## config.mk

```make
export PLATFORM = sky130hd
export DESIGN_NAME = timer_event_counter
export DESIGN_NICKNAME = d
export VERILOG_FILES = /design/src/timer_pkg.sv /design/src/pin_edge_sync.sv /design/src/clk_div_tick.sv /design/src/timer_event_counter.sv
export SDC_FILE = /design/constraint.sdc
export NUM_CORES = 1
export LEC_CHECK = 0
export BUFFER_PORTS_ARGS = -buffer_cell sky130_fd_sc_hd__buf_2
export CAP_MARGIN = 20
export CORE_AREA = 10 10 84 86
export CTS_BUF_LIST = sky130_fd_sc_hd__clkbuf_8
export DETAILED_ROUTE_END_ITERATION = 8
export DIE_AREA = 0 0 94 96
export GPL_ROUTABILITY_DRIVEN = 0
export PLACE_DENSITY_LB_ADDON = 0.12
export SKIP_CTS_REPAIR_TIMING = 1
export SYNTH_ARGS = -nofsm -noshare
export SYNTH_HDL_FRONTEND = slang
export SYNTH_SLANG_ARGS = --single-unit
```

## constraint.sdc

```tcl
create_clock -name CLK_I -period 2.8 [get_ports CLK_I]
set_clock_uncertainty 0.05 [all_clocks]
set_input_delay 0.14 -clock CLK_I [delete_from_list [all_inputs] [get_ports CLK_I]]
set_output_delay 0.14 -clock CLK_I [all_outputs]
set_load 0.03 [all_outputs]
```

## src/timer_pkg.sv

```systemverilog
// Shared constants and types of the 16-bit timer/event counter
package timer_pkg;

    // ****************************************
    // Register map
    // ****************************************
    localparam int unsigned ADDR_W          = 8;
    localparam logic [7:0]  OFS_COUNT_HIGH  = 8'h0f;
    localparam logic [7:0]  OFS_COUNT_LOW   = 8'h10;
    localparam logic [7:0]  OFS_CONTROL     = 8'h11;
    localparam logic [7:0]  OFS_INT_STATUS  = 8'h12;
    localparam logic [7:0]  OFS_INT_CLEAR   = 8'h13;
    localparam logic [7:0]  OFS_INT_ENABLE  = 8'h14;

    // ****************************************
    // Field positions and reset values
    // ****************************************
    localparam int unsigned CTL_EDGE_BIT    = 3;
    localparam int unsigned CTL_ON_BIT      = 4;
    localparam int unsigned CTL_MODE_LSB    = 6;
    localparam int unsigned OVF_BIT         = 6;
    localparam logic [7:0]  CTL_RESET       = 8'h08;
    localparam logic [15:0] COUNT_RESET     = 16'h0000;
    localparam logic [15:0] COUNT_MAX       = 16'hffff;
    localparam int unsigned COUNT_W         = 16;
    localparam int unsigned CLK_DIV         = 4;
    localparam int unsigned CLK_HZ          = 40_000_000;

    // ****************************************
    // Types
    // ****************************************
    typedef enum logic [1:0] {
        MODE_UNUSED = 2'h0,
        MODE_EVENT  = 2'h1,
        MODE_TIMER  = 2'h2,
        MODE_PULSE  = 2'h3
    } mode_e;

    typedef enum logic [1:0] {
        PW_WAIT     = 2'h0,
        PW_MEASURE  = 2'h1
    } pw_state_e;

    typedef struct packed {
        logic [ADDR_W-1:0] addr;
        logic [7:0]        wdata;
        logic              wr;
        logic              rd;
    } bus_req_s;

    typedef struct packed {
        mode_e mode;
        logic  count_on;
        logic  active_edge_sel;
    } ctl_s;

    typedef struct packed {
        ctl_s         ctl;
        logic [15:0]  preload;
        logic [15:0]  count;
        logic [7:0]   low_buf;
        logic [7:0]   rdata;
        logic         overflow_flag;
        logic         overflow_int_enable;
        pw_state_e    pw;
    } timer_state_s;

    typedef struct packed {
        logic sync1;
        logic sync2;
        logic prev;
    } sync_state_s;

endpackage

```

## src/pin_edge_sync.sv

```systemverilog
// Two-flop synchroniser with rise and fall detection for the timer input pin
module pin_edge_sync (
    // Clock and reset
    input  wire logic CLK_I,
    input  wire logic RST_I,
    // Pin in, edges out
    input  wire logic pin_i,
    output logic      level_o,
    output logic      rise_o,
    output logic      fall_o
);
    timer_pkg::sync_state_s st_reg;
    timer_pkg::sync_state_s st_next;

    // First flop feeds only the second; edges look at the settled copy
    always_comb begin
        st_next       = st_reg;
        st_next.sync1 = pin_i;
        st_next.sync2 = st_reg.sync1;
        st_next.prev  = st_reg.sync2;
    end

    always_ff @(posedge CLK_I) begin
        if (RST_I) begin
            st_reg <= '0;
        end else begin
            st_reg <= st_next;
        end
    end

    assign level_o = st_reg.sync2;
    assign rise_o  = st_reg.sync2 & ~st_reg.prev;
    assign fall_o  = ~st_reg.sync2 & st_reg.prev;
endmodule

```

## src/clk_div_tick.sv

```systemverilog
// Free-running prescaler giving one tick every DIV system clocks
module clk_div_tick #(
    parameter int unsigned DIV = timer_pkg::CLK_DIV
) (
    // Clock and reset
    input  wire logic CLK_I,
    input  wire logic RST_I,
    // Tick out
    output logic      tick_o
);
    localparam int unsigned W = (DIV > 1) ? $clog2(DIV) : 1;
    localparam logic [W-1:0] LAST = W'(DIV - 1);

    logic [W-1:0] cnt_reg;
    logic [W-1:0] cnt_next;

    always_comb begin
        cnt_next = (cnt_reg == LAST) ? '0 : cnt_reg + W'(1);
    end

    always_ff @(posedge CLK_I) begin
        if (RST_I) begin
            cnt_reg <= '0;
        end else begin
            cnt_reg <= cnt_next;
        end
    end

    assign tick_o = (cnt_reg == LAST);
endmodule

```

## src/timer_event_counter.sv

```systemverilog
// 16-bit count-up timer/event counter with preload, byte latching and overflow interrupt
module timer_event_counter #(
    parameter int unsigned DIV = timer_pkg::CLK_DIV
) (
    // Clock and reset
    input  wire logic                          CLK_I,
    input  wire logic                          RST_I,
    // Register port
    input  wire logic [timer_pkg::ADDR_W-1:0]  ADDR_I,
    input  wire logic [7:0]                    WDATA_I,
    input  wire logic                          WR_I,
    input  wire logic                          RD_I,
    output logic      [7:0]                    RDATA_O,
    // Timer input pin
    input  wire logic                          TIMER_INPUT_PIN_I,
    // Interrupt and wake-up
    output logic                               IRQ_O,
    output logic                               WAKE_O
);
    // ****************************************
    // Helpers
    // ****************************************
    function automatic logic sel_edge(input logic rise, input logic fall, input logic falling);
        sel_edge = falling ? fall : rise;
    endfunction

    function automatic logic hit(input timer_pkg::bus_req_s r, input logic strobe,
                                 input logic [7:0] ofs);
        hit = strobe && (r.addr == ofs);
    endfunction

    // ****************************************
    // Input conditioning
    // ****************************************
    logic pin_level;
    logic pin_rise;
    logic pin_fall;
    logic div_tick;

    pin_edge_sync u_sync (
        .CLK_I   (CLK_I),
        .RST_I   (RST_I),
        .pin_i   (TIMER_INPUT_PIN_I),
        .level_o (pin_level),
        .rise_o  (pin_rise),
        .fall_o  (pin_fall)
    );

    clk_div_tick #(.DIV(DIV)) u_div (
        .CLK_I  (CLK_I),
        .RST_I  (RST_I),
        .tick_o (div_tick)
    );

    // ****************************************
    // State
    // ****************************************
    timer_pkg::timer_state_s st_reg;
    timer_pkg::timer_state_s st_next;
    timer_pkg::bus_req_s     req;

    logic wr_high;
    logic wr_low;
    logic wr_ctl;
    logic rd_high;
    logic start_edge;
    logic end_edge;
    logic inc;
    logic wrap;

    assign req      = '{addr: ADDR_I, wdata: WDATA_I, wr: WR_I, rd: RD_I};
    assign wr_high  = hit(req, req.wr, timer_pkg::OFS_COUNT_HIGH);
    assign wr_low   = hit(req, req.wr, timer_pkg::OFS_COUNT_LOW);
    assign wr_ctl   = hit(req, req.wr, timer_pkg::OFS_CONTROL);
    assign rd_high  = hit(req, req.rd, timer_pkg::OFS_COUNT_HIGH);

    assign start_edge = sel_edge(pin_rise, pin_fall, st_reg.ctl.active_edge_sel);
    assign end_edge   = sel_edge(pin_rise, pin_fall, ~st_reg.ctl.active_edge_sel);

    // Count source per mode; a high byte read steals the tick so the
    // latched pair stays coherent, at the price of a lost count
    always_comb begin
        inc = 1'b0;
        if (st_reg.ctl.count_on && !rd_high) begin
            case (st_reg.ctl.mode)
                timer_pkg::MODE_EVENT: inc = start_edge;
                timer_pkg::MODE_TIMER: inc = div_tick;
                timer_pkg::MODE_PULSE: inc = div_tick && (st_reg.pw == timer_pkg::PW_MEASURE)
                                             && !end_edge;
                default:               inc = 1'b0;
            endcase
        end
    end

    assign wrap = inc && (st_reg.count == timer_pkg::COUNT_MAX);

    // ****************************************
    // Next state
    // ****************************************
    always_comb begin
        st_next = st_reg;

        // Counting and overflow reload
        if (wrap) begin
            st_next.count = st_reg.preload;
        end else if (inc) begin
            st_next.count = st_reg.count + timer_pkg::COUNT_W'(1);
        end

        // Pulse width sequencer: one measurement per enable
        case (st_reg.pw)
            timer_pkg::PW_WAIT: begin
                if (st_reg.ctl.mode == timer_pkg::MODE_PULSE && st_reg.ctl.count_on && start_edge) begin
                    st_next.pw = timer_pkg::PW_MEASURE;
                end
            end
            timer_pkg::PW_MEASURE: begin
                if (!st_reg.ctl.count_on || st_reg.ctl.mode != timer_pkg::MODE_PULSE) begin
                    st_next.pw = timer_pkg::PW_WAIT;
                end else if (end_edge) begin
                    st_next.pw           = timer_pkg::PW_WAIT;
                    st_next.ctl.count_on = 1'b0;
                end
            end
            default: st_next.pw = timer_pkg::PW_WAIT;
        endcase

        // Register writes; a software write of the control wins
        if (wr_low) begin
            st_next.low_buf = req.wdata;
        end
        if (wr_high) begin
            st_next.preload = {req.wdata, st_reg.low_buf};
            if (!st_reg.ctl.count_on) begin
                st_next.count = {req.wdata, st_reg.low_buf};
            end
        end
        if (wr_ctl) begin
            st_next.ctl.mode            = timer_pkg::mode_e'(req.wdata[timer_pkg::CTL_MODE_LSB +: 2]);
            st_next.ctl.count_on        = req.wdata[timer_pkg::CTL_ON_BIT];
            st_next.ctl.active_edge_sel = req.wdata[timer_pkg::CTL_EDGE_BIT];
        end
        if (hit(req, req.wr, timer_pkg::OFS_INT_ENABLE)) begin
            st_next.overflow_int_enable = req.wdata[timer_pkg::OVF_BIT];
        end
        if (hit(req, req.wr, timer_pkg::OFS_INT_CLEAR) && req.wdata[timer_pkg::OVF_BIT]) begin
            st_next.overflow_flag = 1'b0;
        end
        // Set after clear so a coinciding overflow is never lost
        if (wrap) begin
            st_next.overflow_flag = 1'b1;
        end

        // Read data, valid the cycle after the strobe only
        st_next.rdata = '0;
        if (req.rd) begin
            case (req.addr)
                timer_pkg::OFS_COUNT_HIGH: begin
                    st_next.rdata   = st_reg.count[15:8];
                    st_next.low_buf = st_reg.count[7:0];
                end
                timer_pkg::OFS_COUNT_LOW:  st_next.rdata = st_reg.low_buf;
                timer_pkg::OFS_CONTROL: begin
                    st_next.rdata = '0;
                    st_next.rdata[timer_pkg::CTL_MODE_LSB +: 2] = st_reg.ctl.mode;
                    st_next.rdata[timer_pkg::CTL_ON_BIT]        = st_reg.ctl.count_on;
                    st_next.rdata[timer_pkg::CTL_EDGE_BIT]      = st_reg.ctl.active_edge_sel;
                end
                timer_pkg::OFS_INT_STATUS: st_next.rdata[timer_pkg::OVF_BIT] = st_reg.overflow_flag;
                timer_pkg::OFS_INT_ENABLE: st_next.rdata[timer_pkg::OVF_BIT] = st_reg.overflow_int_enable;
                default:                   st_next.rdata = '0;
            endcase
        end
    end

    always_ff @(posedge CLK_I) begin
        if (RST_I) begin
            st_reg                     <= '0;
            st_reg.ctl.mode            <= timer_pkg::mode_e'(timer_pkg::CTL_RESET[timer_pkg::CTL_MODE_LSB +: 2]);
            st_reg.ctl.count_on        <= timer_pkg::CTL_RESET[timer_pkg::CTL_ON_BIT];
            st_reg.ctl.active_edge_sel <= timer_pkg::CTL_RESET[timer_pkg::CTL_EDGE_BIT];
            st_reg.preload             <= timer_pkg::COUNT_RESET;
            st_reg.count               <= timer_pkg::COUNT_RESET;
            st_reg.pw                  <= timer_pkg::PW_WAIT;
        end else begin
            st_reg <= st_next;
        end
    end

    // ****************************************
    // Outputs
    // ****************************************
    assign RDATA_O = st_reg.rdata;
    assign IRQ_O   = st_reg.overflow_flag & st_reg.overflow_int_enable;
    // Wake-up follows the flag regardless of the enable
    assign WAKE_O  = st_reg.overflow_flag;
endmodule

```

==> results of run 1 <==
where the power goes:
group,switching [uW],internal (uW)
Combinational,40.5,26.2
Sequential,3.38,860
Clock,350,497
cells by family after synthesis:
group / count (synthesis) / synth area share [%]
compound gates: 93 / 20.2
fa+ha+maj: 2 / 0.795
flops: 60 / 38.2
mux: 18 / 5.84
buf+inv: 39 / 7.91
simple gates: 164 / 25.9
xor+xnor: 4 / 1.11
Yosys cell counts (all sizes together), types with 8 or more instances:
master | n | share of area (%)
o21ai | 13 | 2.1
dfxtp | 60 | 38
a211oi | 11 | 2.6
nor3 | 8 | 1.3
nand2 | 49 | 5.9
nand3 | 11 | 1.7
nor2 | 45 | 5.6
mux2i | 15 | 4.8
clkbuf | 10 | 1.2
buf | 24 | 6.1
a22oi | 9 | 2.1
a21oi | 26 | 4.3
nand4 | 16 | 3.6
final cells by class:
class,instances,area share [%]
Clock buffer,9,3.56
Sequential cell,60,34.5
Timing Repair Buffer,43,7.34
Inverter,5,0.540
Clock inverter,7,2.63
Tap cell,72,2.59
Multi-Input combinational cell,281,48.8
critical path, cell delays in order (launching register included):
cell	delay [ps]
dfxtp_1	440
nand4_2	200
or4_1	680
nor2_4	340
o211ai_1	150
a22oi_1	200
a22o_1	160
metal layers:
metal  part of all wire, %  GRT usage [%]  wire length, um
met5                     0              0                0
met4                   1.7           6.33              144
met3                   9.7           5.76              827
met2                    44           30.0             3720
met1                    45           25.2             3810
worst max-delay path by stage:
stage | startpoint | endpoint | slack, ps | cells past startpoint
final | st_reg[24] | st_reg[31] | 520 | 6
after global routing | st_reg[24] | st_reg[20] | 380 | 6
after CTS | st_reg[24] | st_reg[31] | 540 | 6
after detailed placement | st_reg[24] | st_reg[20] | 570 | 6
after global placement | st_reg[24] | st_reg[20] | 630 | 6
after floorplan | st_reg[24] | st_reg[20] | 830 | 7
cells in the final DEF (no fill, tap or decap), drive strengths merged, types with 3 or more instances in the layout:
cell / n
nand4: 16
a32o: 3
o211ai: 4
a22oi: 9
nor3: 8
dlygate4sd3: 3
mux2i: 15
xor2: 4
nand2b: 3
buf: 40
nor4: 5
nand3: 11
and2: 4
clkbuf: 9
o21ai: 13
a211oi: 11
inv: 5
and3: 7
clkinv: 4
a311oi: 3
nor2b: 6
mux2: 3
dfxtp: 60
a21oi: 26
nand2: 49
a31oi: 6
nor2: 45
a211o: 3
metrics by stage:
stage               power [uW]  worst slack (ps)  cells
global route              1840               381    477
finish                    1780               518    477
detailed placement         945               565    458
CTS                       1780               535    474
floorplan                  917               833    380
global placement           944               627    458
==> impl_results.md, run 1 <==
* Outcome: completed
* Seq. cell area at 1200 sq um
* Startpoint types: flop
* Final HPWL DP at between 5000 and 6000 um
* CP Data Required Time at 3040 ps
* Antenna cells at 0
* Clock H-tree levels at 3
* R2r setup slk at 520 ps
* Min Tclk post-route at 2280 ps
* Vias in the first global route at 2,757
* Die ar. at between 9000 and 10,000 sq um
* Mean Syn Cell Area at 8.28 sq um
* Placed instance area at approximately 3200 sq um
* Sequential area share after synthesis at 38.2%
* Clk buf depth at 2
* Ys async rst share at 0%
* Largest net degree at the start of global routing at 31
* Flip-flop count of the largest register after layout at 46
* Fillcell total at a little under 500
* Origin of the worst min-delay path: WDATA_I[5]
* DRC violations left at 0
* Number of CTS-inserted buffers at 9
* Clock latency on the worst-skew pair at between 300 and 400 ps
* Core outline area at 5410 sq um
* Critical path capture point type: flop
* FMAX at around 440 MHz
* DR pass1 iterations at 5
* Final setup viols at 0
* Routed Antenna Nets at 0
* Area occupied by multi-input gates at between 1500 and 2000 sq um
* Post-synth EDFFs at 0
* Cell area after layout at ~3500 sq um
* Worst r2r path cells at 6
* WHS at 5.13 ps
* Port Buffers at 30
* Root buf cell: clkbuf_8
* Sink Count at 60
* Min-Delay Endpoint: st_reg[49]
* Leak at 0.00139 uW
* R2r endpoint: st_reg[31]
* Fin crit share at between 80% and 90%
* Core Util, Final at ~64%
* Initial antenna violation count at 0
* #FFs+latches synth at 60
* # IOs at 31
* Worst r2r src: st_reg[24]
* VDD IR-drop max at roughly 0.44 mV
* Ratio of cells with drive above 1 in the final layout at about 18%
* Drt total wl at 8500 um
* GRT Util Overall at 19.3%
* Clock transition at the registers of the reported paths at approximately 70 ps
* Arr. time, crit path at about 2500 ps
* Worst Hold Depth at 3
* RSZ-0062 raised after global routing: false
* Final hold viol count at 0
* DR iter-0 viols at approximately 380
* Type of the worst min-delay path: in -> reg
* CTS tree: built
* Slew HR at between 50% and 60%
* Critical setup path kind: reg -> reg
* Final net count at ~420
* Slew Limit Fails at 0
* Layout area overhead at 10.5%
* Top_reg_cell synth: dfxtp_1
* FP Rows at 27
* Worst-path fanout max at 11
* MaxCap Viol Count at 0
* Slew of the pin with the lowest slew margin at around 730 ps
* First-pass GRT wire length at roughly 14,000 um
* Die Wd at around 94 um
* WL/cell at roughly 18 um
* Synth Cell Area at ~3100 sq um
* Syn Inst Count at 380
* Synthesis Warnings at 0
* DR vias at about 3,000
* Initial Util at about three fifths
* Cell variety after synth at 60
* Chip height at approximately 96 um
* Gr ovfl total at 0
* Power density over the cells at 511 nW/um^2
* Vias per cell at between 6 and 7
* Setup TNS Final at 0 ps
* Syn Nets at a little over 400
Note: power is estimated with default switching activity, not from simulation.
==> run 2, diff against run 1 <==
--- a/config.mk
+++ b/config.mk
@@ -7,10 +7,10 @@
 export LEC_CHECK = 0
 export BUFFER_PORTS_ARGS = -buffer_cell sky130_fd_sc_hd__buf_2
 export CAP_MARGIN = 20
-export CORE_AREA = 10 10 84 86
+export CORE_AREA = 10 10 87 89
 export CTS_BUF_LIST = sky130_fd_sc_hd__clkbuf_8
 export DETAILED_ROUTE_END_ITERATION = 8
-export DIE_AREA = 0 0 94 96
+export DIE_AREA = 0 0 97 99
 export GPL_ROUTABILITY_DRIVEN = 0
 export PLACE_DENSITY_LB_ADDON = 0.12
 export SKIP_CTS_REPAIR_TIMING = 1
==> constraint.sdc (replaced) <==
create_clock -name CLK_I -period 2.05 [get_ports CLK_I]
set_clock_uncertainty 0.05 [all_clocks]
set_input_delay 0.1025 -clock CLK_I [delete_from_list [all_inputs] [get_ports CLK_I]]
set_output_delay 0.1025 -clock CLK_I [all_outputs]
set_load 0.03 [all_outputs]
==> impl_results.md, run 2 (synthesis results as in run 1) <==
* Final setup viols at 0 (unchanged)
* Clock transition at the registers of the reported paths at 60 ps (about the same)
* Root buf cell: clkbuf_8
* Clk buf depth at 2 (unchanged)
* Routed Antenna Nets at 0 (unchanged)
* Final net count at 456 (+7.8%)
* CTS tree: built
* FMAX at 508 MHz (+16%)
* WL/cell at 18.1 um (+1.2%)
* Vias in the first global route at 2,875 (+4.3%)
* VDD IR-drop max at 0.466 mV (+5.3%)
* GRT Util Overall at 18.9% (-0.43 points)
* # IOs at 31 (unchanged)
* Clock H-tree levels at 3 (unchanged)
* Clock latency on the worst-skew pair at 350 ps (about the same)
* Slew Limit Fails at 0 (unchanged)
* Layout area overhead at 18.5%
* CP Data Required Time at 2220 ps (-820 ps)
* DR pass1 iterations at 5 (unchanged)
* Die ar. at 9600 sq um (+6.4%)
* Crit-path cells: nand4_2, or4_4, o21ai_0, o2bb2ai_1, a221oi_2, nor3_1
* FP Rows at 28 (+3.7%)
* DP Worst Slack at -11.6 ps (-577 ps)
* CP max-delay cell: or4_4
* Arr. time, crit path at 2140 ps (-380 ps)
* Critical path capture point type: flop
* MaxCap Viol Count at 0 (unchanged)
* Commonest cells after routing, fill and taps aside: dfxtp_1, nand2_1, nor2_1
* Type of the worst min-delay path: in -> reg
* Gr ovfl total at 0 (unchanged)
* Ratio of cells with drive above 1 in the final layout at 24.5% (+6.7 points)
* Initial antenna violation count at 0 (unchanged)
* First-pass GRT wire length at 14,800 um (+7.2%)
* Fin crit share at 96.0% (+14 points)
* Port Buffers at 30 (unchanged)
* Vias per cell at 6.08 (-3.2%)
* RSZ-0062 raised after global routing: false
* Critical setup path kind: reg -> reg
* Failing checks: hold timing
* Number of CTS-inserted buffers at 9 (unchanged)
* Sink Count at 60 (unchanged)
* Slew of the pin with the lowest slew margin at 479 ps (-250 ps)
* Largest net degree at the start of global routing at 32 (+3.2%)
* Core outline area at 5850 sq um (+8.2%)
* Slew HR at 67.9% (+17 points)
* DRC violations left at 0 (unchanged)
* Startpoint types: flop
* Final WS setup at 82.2 ps (-436 ps)
* Min Tclk post-route at 1970 ps (-314 ps)
* Most common cell after layout, fill and taps aside: dfxtp_1
* Worst-path fanout max at 2 (-9)
* Power density over the cells at 592 nW/um^2 (+16%)
* Outcome: finished, violations left
* Core Util, Final at 63.8% (-0.58 points)
* Final HPWL DP at 6510 um (+10%)
* Leak at 0.00156 uW (+12%)
* Chip height at 99 um (+3.1%)
* Flip-flop count of the largest register after layout at 46 (unchanged)
* Die Wd at 97 um (+3.2%)
* Antenna cells at 0 (unchanged)
* Final hold viol count at 1 (+1)
* DR iter-0 viols at 228 (-40%)
* Finished Layout Cells at 512 (+7.3%)
* Dpl cells at 491 (+7.2%)
* Drt total wl at 9240 um (+8.7%)
* WHS at -8.55 ps (-13.7 ps)
* DR vias at 3,114 (+3.9%)
* Critical Path Max Stage Delay at 540 ps (-140 ps)
* Initial Util at 53.8% (-4.4 points)
run 2: cell types whose count changed in the layout (fill, tap and decap cells not counted), moves of 3 or more:
cell	before	now
buf_4	10	37
buf_6	0	3
dfxtp_1	60	56
dfxtp_2	0	4
dlygate4sd3_1	3	6
run 2: area by class of cell:
type                       instances  area [sq um]
clock buffer                      11           151
clock inverter                     4          17.5
fill                             521          2120
inverter                           5          18.8
multi-input combinational        281          1720
sequential                        60          1210
tap                               75          93.8
timing repair buffer              76           522
run 2: through the flow:
step	TNS (ps)	area, sq um	total power [uW]
global placement	0	3460	1290
detailed placement	-11.6	3460	1290
finish	0	3730	2210
CTS	-31.7	3630	2210
floorplan	0	3150	1250
global route	0	3730	2290
run 2: metal layers:
layer / up-vias / GRT usage [%] / wire length, um
met5: - / 0 / 0
met4: 0 / 6.36 / 145
met3: 14 / 6.35 / 669
met2: 122 / 28.7 / 4190
met1: 1491 / 24.5 / 4240
li1: 1487 / - / -
run 2: path summary, 6_finish.rpt:
| check | from | end | slack (ps) | depth (start not counted) |
|---|---|---|---|---|
| worst min register to register | u_div.cnt_reg[0] | u_div.cnt_reg[0] | 380 | 1 |
| worst max-delay path | st_reg[53] | st_reg[20] | 80 | 6 |
| worst min-delay path | WDATA_I[3] | st_reg[47] | -9 | 3 |
| worst max register to register | st_reg[53] | st_reg[20] | 80 | 6 |
run 2: power by group:
group,switching [uW],internal (uW),total (uW)
logic,56.6,40.4,96.9
registers,4.19,1170,1180
clock network,447,484,931
total,508,1700,2210
run 2: worst max-delay path: cells and delay by family (launching register included):
family	cells	cell delay [ps]
compound gates	3	710
flops	1	360
simple gates	3	730
==> run 3, diff against run 2 <==
--- a/config.mk
+++ b/config.mk
@@ -5,12 +5,13 @@
 export SDC_FILE = /design/constraint.sdc
 export NUM_CORES = 1
 export LEC_CHECK = 0
+export ABC_AREA = 1
 export BUFFER_PORTS_ARGS = -buffer_cell sky130_fd_sc_hd__buf_2
 export CAP_MARGIN = 20
-export CORE_AREA = 10 10 87 89
+export CORE_AREA = 10 10 89 91
 export CTS_BUF_LIST = sky130_fd_sc_hd__clkbuf_8
 export DETAILED_ROUTE_END_ITERATION = 8
-export DIE_AREA = 0 0 97 99
+export DIE_AREA = 0 0 99 101
 export GPL_ROUTABILITY_DRIVEN = 0
 export PLACE_DENSITY_LB_ADDON = 0.12
 export SKIP_CTS_REPAIR_TIMING = 1
==> impl_results.md, run 3 <==
* Pwr Total at 2640 uW (+20%)
* Top cells by count, synth: nand2_1, inv_1, nor2_1
* Most common cell after layout, fill and taps aside: nand2_1
* Clk buf depth at 2 (unchanged)
* Port Buffers at 30 (unchanged)
* Initial antenna violation count at 0 (unchanged)
* Root buf cell: clkbuf_8
* Flip-flop count of the largest register after layout at 46 (unchanged)
* Crit-path cells: ha_1, nand2_1, inv_1, nand4_1, nand3_1, buf_4, nand3_1, nand3_1, a21oi_1
* Ratio of cells with drive above 1 in the final layout at 17.7% (-6.8 points)
* Top post-synthesis cells by area: dfxtp_1, nand2_1, inv_1
* WHS at 19.9 ps (+28.5 ps)
* MaxCap Viol Count at 0 (unchanged)
* Vias per cell at 5.25 (-14%)
* Syn Inst Count at 502 (+32%)
* Antenna cells at 0 (unchanged)
* FP Rows at 29 (+3.6%)
* Initial Util at 53.9% (+0.14 points)
* Largest delay share family, worst path: simple AND/OR/NAND/NOR gates
* DR vias at 3,253 (+4.5%)
* Clock transition at the registers of the reported paths at 70 ps (about the same)
* WL/cell at 14.4 um (-20%)
* Origin of the worst min-delay path: RST_I
* VDD IR-drop max at 0.517 mV (+11%)
* # IOs at 31 (unchanged)
* Dpl cells at 601 (+22%)
* Synth top area share at 35.9% (-2.3 points)
* Sink Count at 60 (unchanged)
* Type of the worst min-delay path: in -> reg
* FMAX at 535 MHz (+5.2%)
* Worst Hold Depth at 2 (-1)
* Die ar. at 10000 sq um (+4.1%)
* Finished Layout Cells at 620 (+21%)
* Arr. time, crit path at 2050 ps (-90 ps)
* Syn Nets at 525 (+30%)
* Final hold viol count at 0 (-1)
* Slew of the pin with the lowest slew margin at 502 ps (+22.4 ps)
* Multiplexer area fraction after synthesis at 0% (-5.8 points)
* Biggest area consumer among synthesized cells: dfxtp_1
* RSZ-0062 raised after global routing: false
* Xor-xnor portion of the synthesized cell area at 1.57% (+0.46 points)
* Cell variety after synth at 38 (-37%)
* Slew Limit Fails at 0 (unchanged)
* Clock latency on the worst-skew pair at 340 ps (about the same)
* Outcome: completed
* DR iter-0 viols at 256 (+12%)
* Mean Syn Cell Area at 6.66 sq um (-20%)
* GRT Util Overall at 18.3% (-0.59 points)
* Post-synth EDFFs at 0 (unchanged)
* Ys async rst share at 0% (unchanged)
* Worst Path Buf+Inv at 2 (+2)
* R2r setup slk at 180 ps (+100 ps)
* DRC violations left at 0 (unchanged)
* Fin crit share at 91.3% (-4.7 points)
* First-pass GRT wire length at 14,900 um (+0.23%)
* Leak at 0.00174 uW (+12%)
* Critical setup path kind: reg -> reg
* Clock H-tree levels at 3 (unchanged)
* R2r endpoint: st_reg[29]
* Synthesis Warnings at 0 (unchanged)
* CTS tree: built
* Setup TNS Final at 0 ps (unchanged)
* Worst r2r src: u_div.cnt_reg[0]
* Vias in the first global route at 3,056 (+6.3%)
* Min Tclk post-route at 1870 ps (-97.2 ps)
* CP max-delay cell: dfxtp_1
* Final net count at 561 (+23%)
* Chip height at 101 um (+2.0%)
* Die Wd at 99 um (+2.1%)
* Compound-Gate Fraction of Synth Area at 14.5% (-5.8 points)
* Post-Synth Adder-Cell Area at 0.748% (-0.047 points)
* Core outline area at 6200 sq um (+6.1%)
* Final setup viols at 0 (unchanged)
* Worst r2r path cells at 9 (+3)
* Critical path's most frequent cell: nand3_1
* Largest net degree at the start of global routing at 29 (-9.4%)
* Core Util, Final at 62.0% (-1.7 points)
* Main combinational cell family by area after synthesis: simple AND/OR/NAND/NOR gates
* Synth Cell Area at 3350 sq um (+6.3%)
* Number of CTS-inserted buffers at 9 (unchanged)
* Gr ovfl total at 0 (unchanged)
* #FFs+latches synth at 60 (unchanged)
* Startpoint types: flop
* Top_reg_cell synth: dfxtp_1
* Min-Delay Endpoint: u_sync.level_o
* Count leader, synth: nand2_1
* DR pass1 iterations at 5 (unchanged)
* Power density over the cells at 686 nW/um^2 (+16%)
* Critical path capture point type: flop
* Sequential area share after synthesis at 35.9% (-2.3 points)
* Final HPWL DP at 6660 um (+2.3%)
* Routed Antenna Nets at 0 (unchanged)
* Drt total wl at 8900 um (-3.7%)
* Slew HR at 66.4% (-1.5 points)
* Critical Path Max Stage Delay at 340 ps (-200 ps)
* Layout area overhead at 15.0%
* Worst-path fanout max at 19 (+17)
* Commonest cells after routing, fill and taps aside: nand2_1, inv_1, nor2_1
* Post-synthesis simple-gate area fraction at 33.5% (+7.5 points)
* CP Data Required Time at 2230 ps (about the same)
[run 3: cell types whose count changed in the layout (fill, tap and decap cells not counted), sizes merged, moves of 15 or more]
cell	change
buf	-26
nor2	+39
nand3	+26
inv	+75
nand2	+54
mux2i	-15
o21ai	+29
[run 3: worst max path at each step]
stage          slack (ps)         end        startpoint  cells past startpoint
2_1_floorplan         410  st_reg[21]        st_reg[20]                     11
3_3_place_gp          160  st_reg[21]        st_reg[20]                     11
3_5_place_dp          140  st_reg[21]        st_reg[20]                     11
4_1_cts                80  st_reg[21]        st_reg[20]                     11
5_1_grt                20  st_reg[30]        st_reg[20]                     10
6_report              180  st_reg[29]  u_div.cnt_reg[0]                      9
[run 3: cell type report]
class                      count  area, sq um
clock buffer                  11          151
tap                           77         96.3
multi-input combinational    338         1690
timing repair buffer          47          298
sequential                    60         1200
fill                         596         2360
clock inverter                 5         98.8
inverter                      82          310
[run 3: metal layers]
metal  global-route usage [%]  routed length, um  up-vias
met5                        0                  0        -
met4                     8.38                166        0
met3                     4.05                518       11
met2                     28.8               4100      109
met1                     23.3               4110     1469
li1                         -                  -     1664
[run 3: per-stage QoR]
stage               worst slack [ps]  instance area, sq um
floorplan                        414                  3350
finish                           179                  3850
CTS                             83.6                  3810
global placement                 164                  3560
detailed placement               140                  3560
global route                    20.4                  3850
[run 3: logic make-up after synthesis]
family,Yosys count
simple gates,241
buf+inv,104
compound gates,89
flops,60
xor+xnor,6
fa+ha+maj,2
[run 3: worst register-to-register path: stages (launching register included)]
cell	delay (ps)
dfxtp_1	340
ha_1	210
nand2_1	70
inv_1	50
nand4_1	90
nand3_1	190
buf_4	290
nand3_1	230
nand3_1	160
a21oi_1	70
[run 3: power breakdown]
part	switching (uW)	total, uW	internal (uW)
clock	472	1340	868
combinational	75.6	118	42.3
sequential	5.01	1180	1180
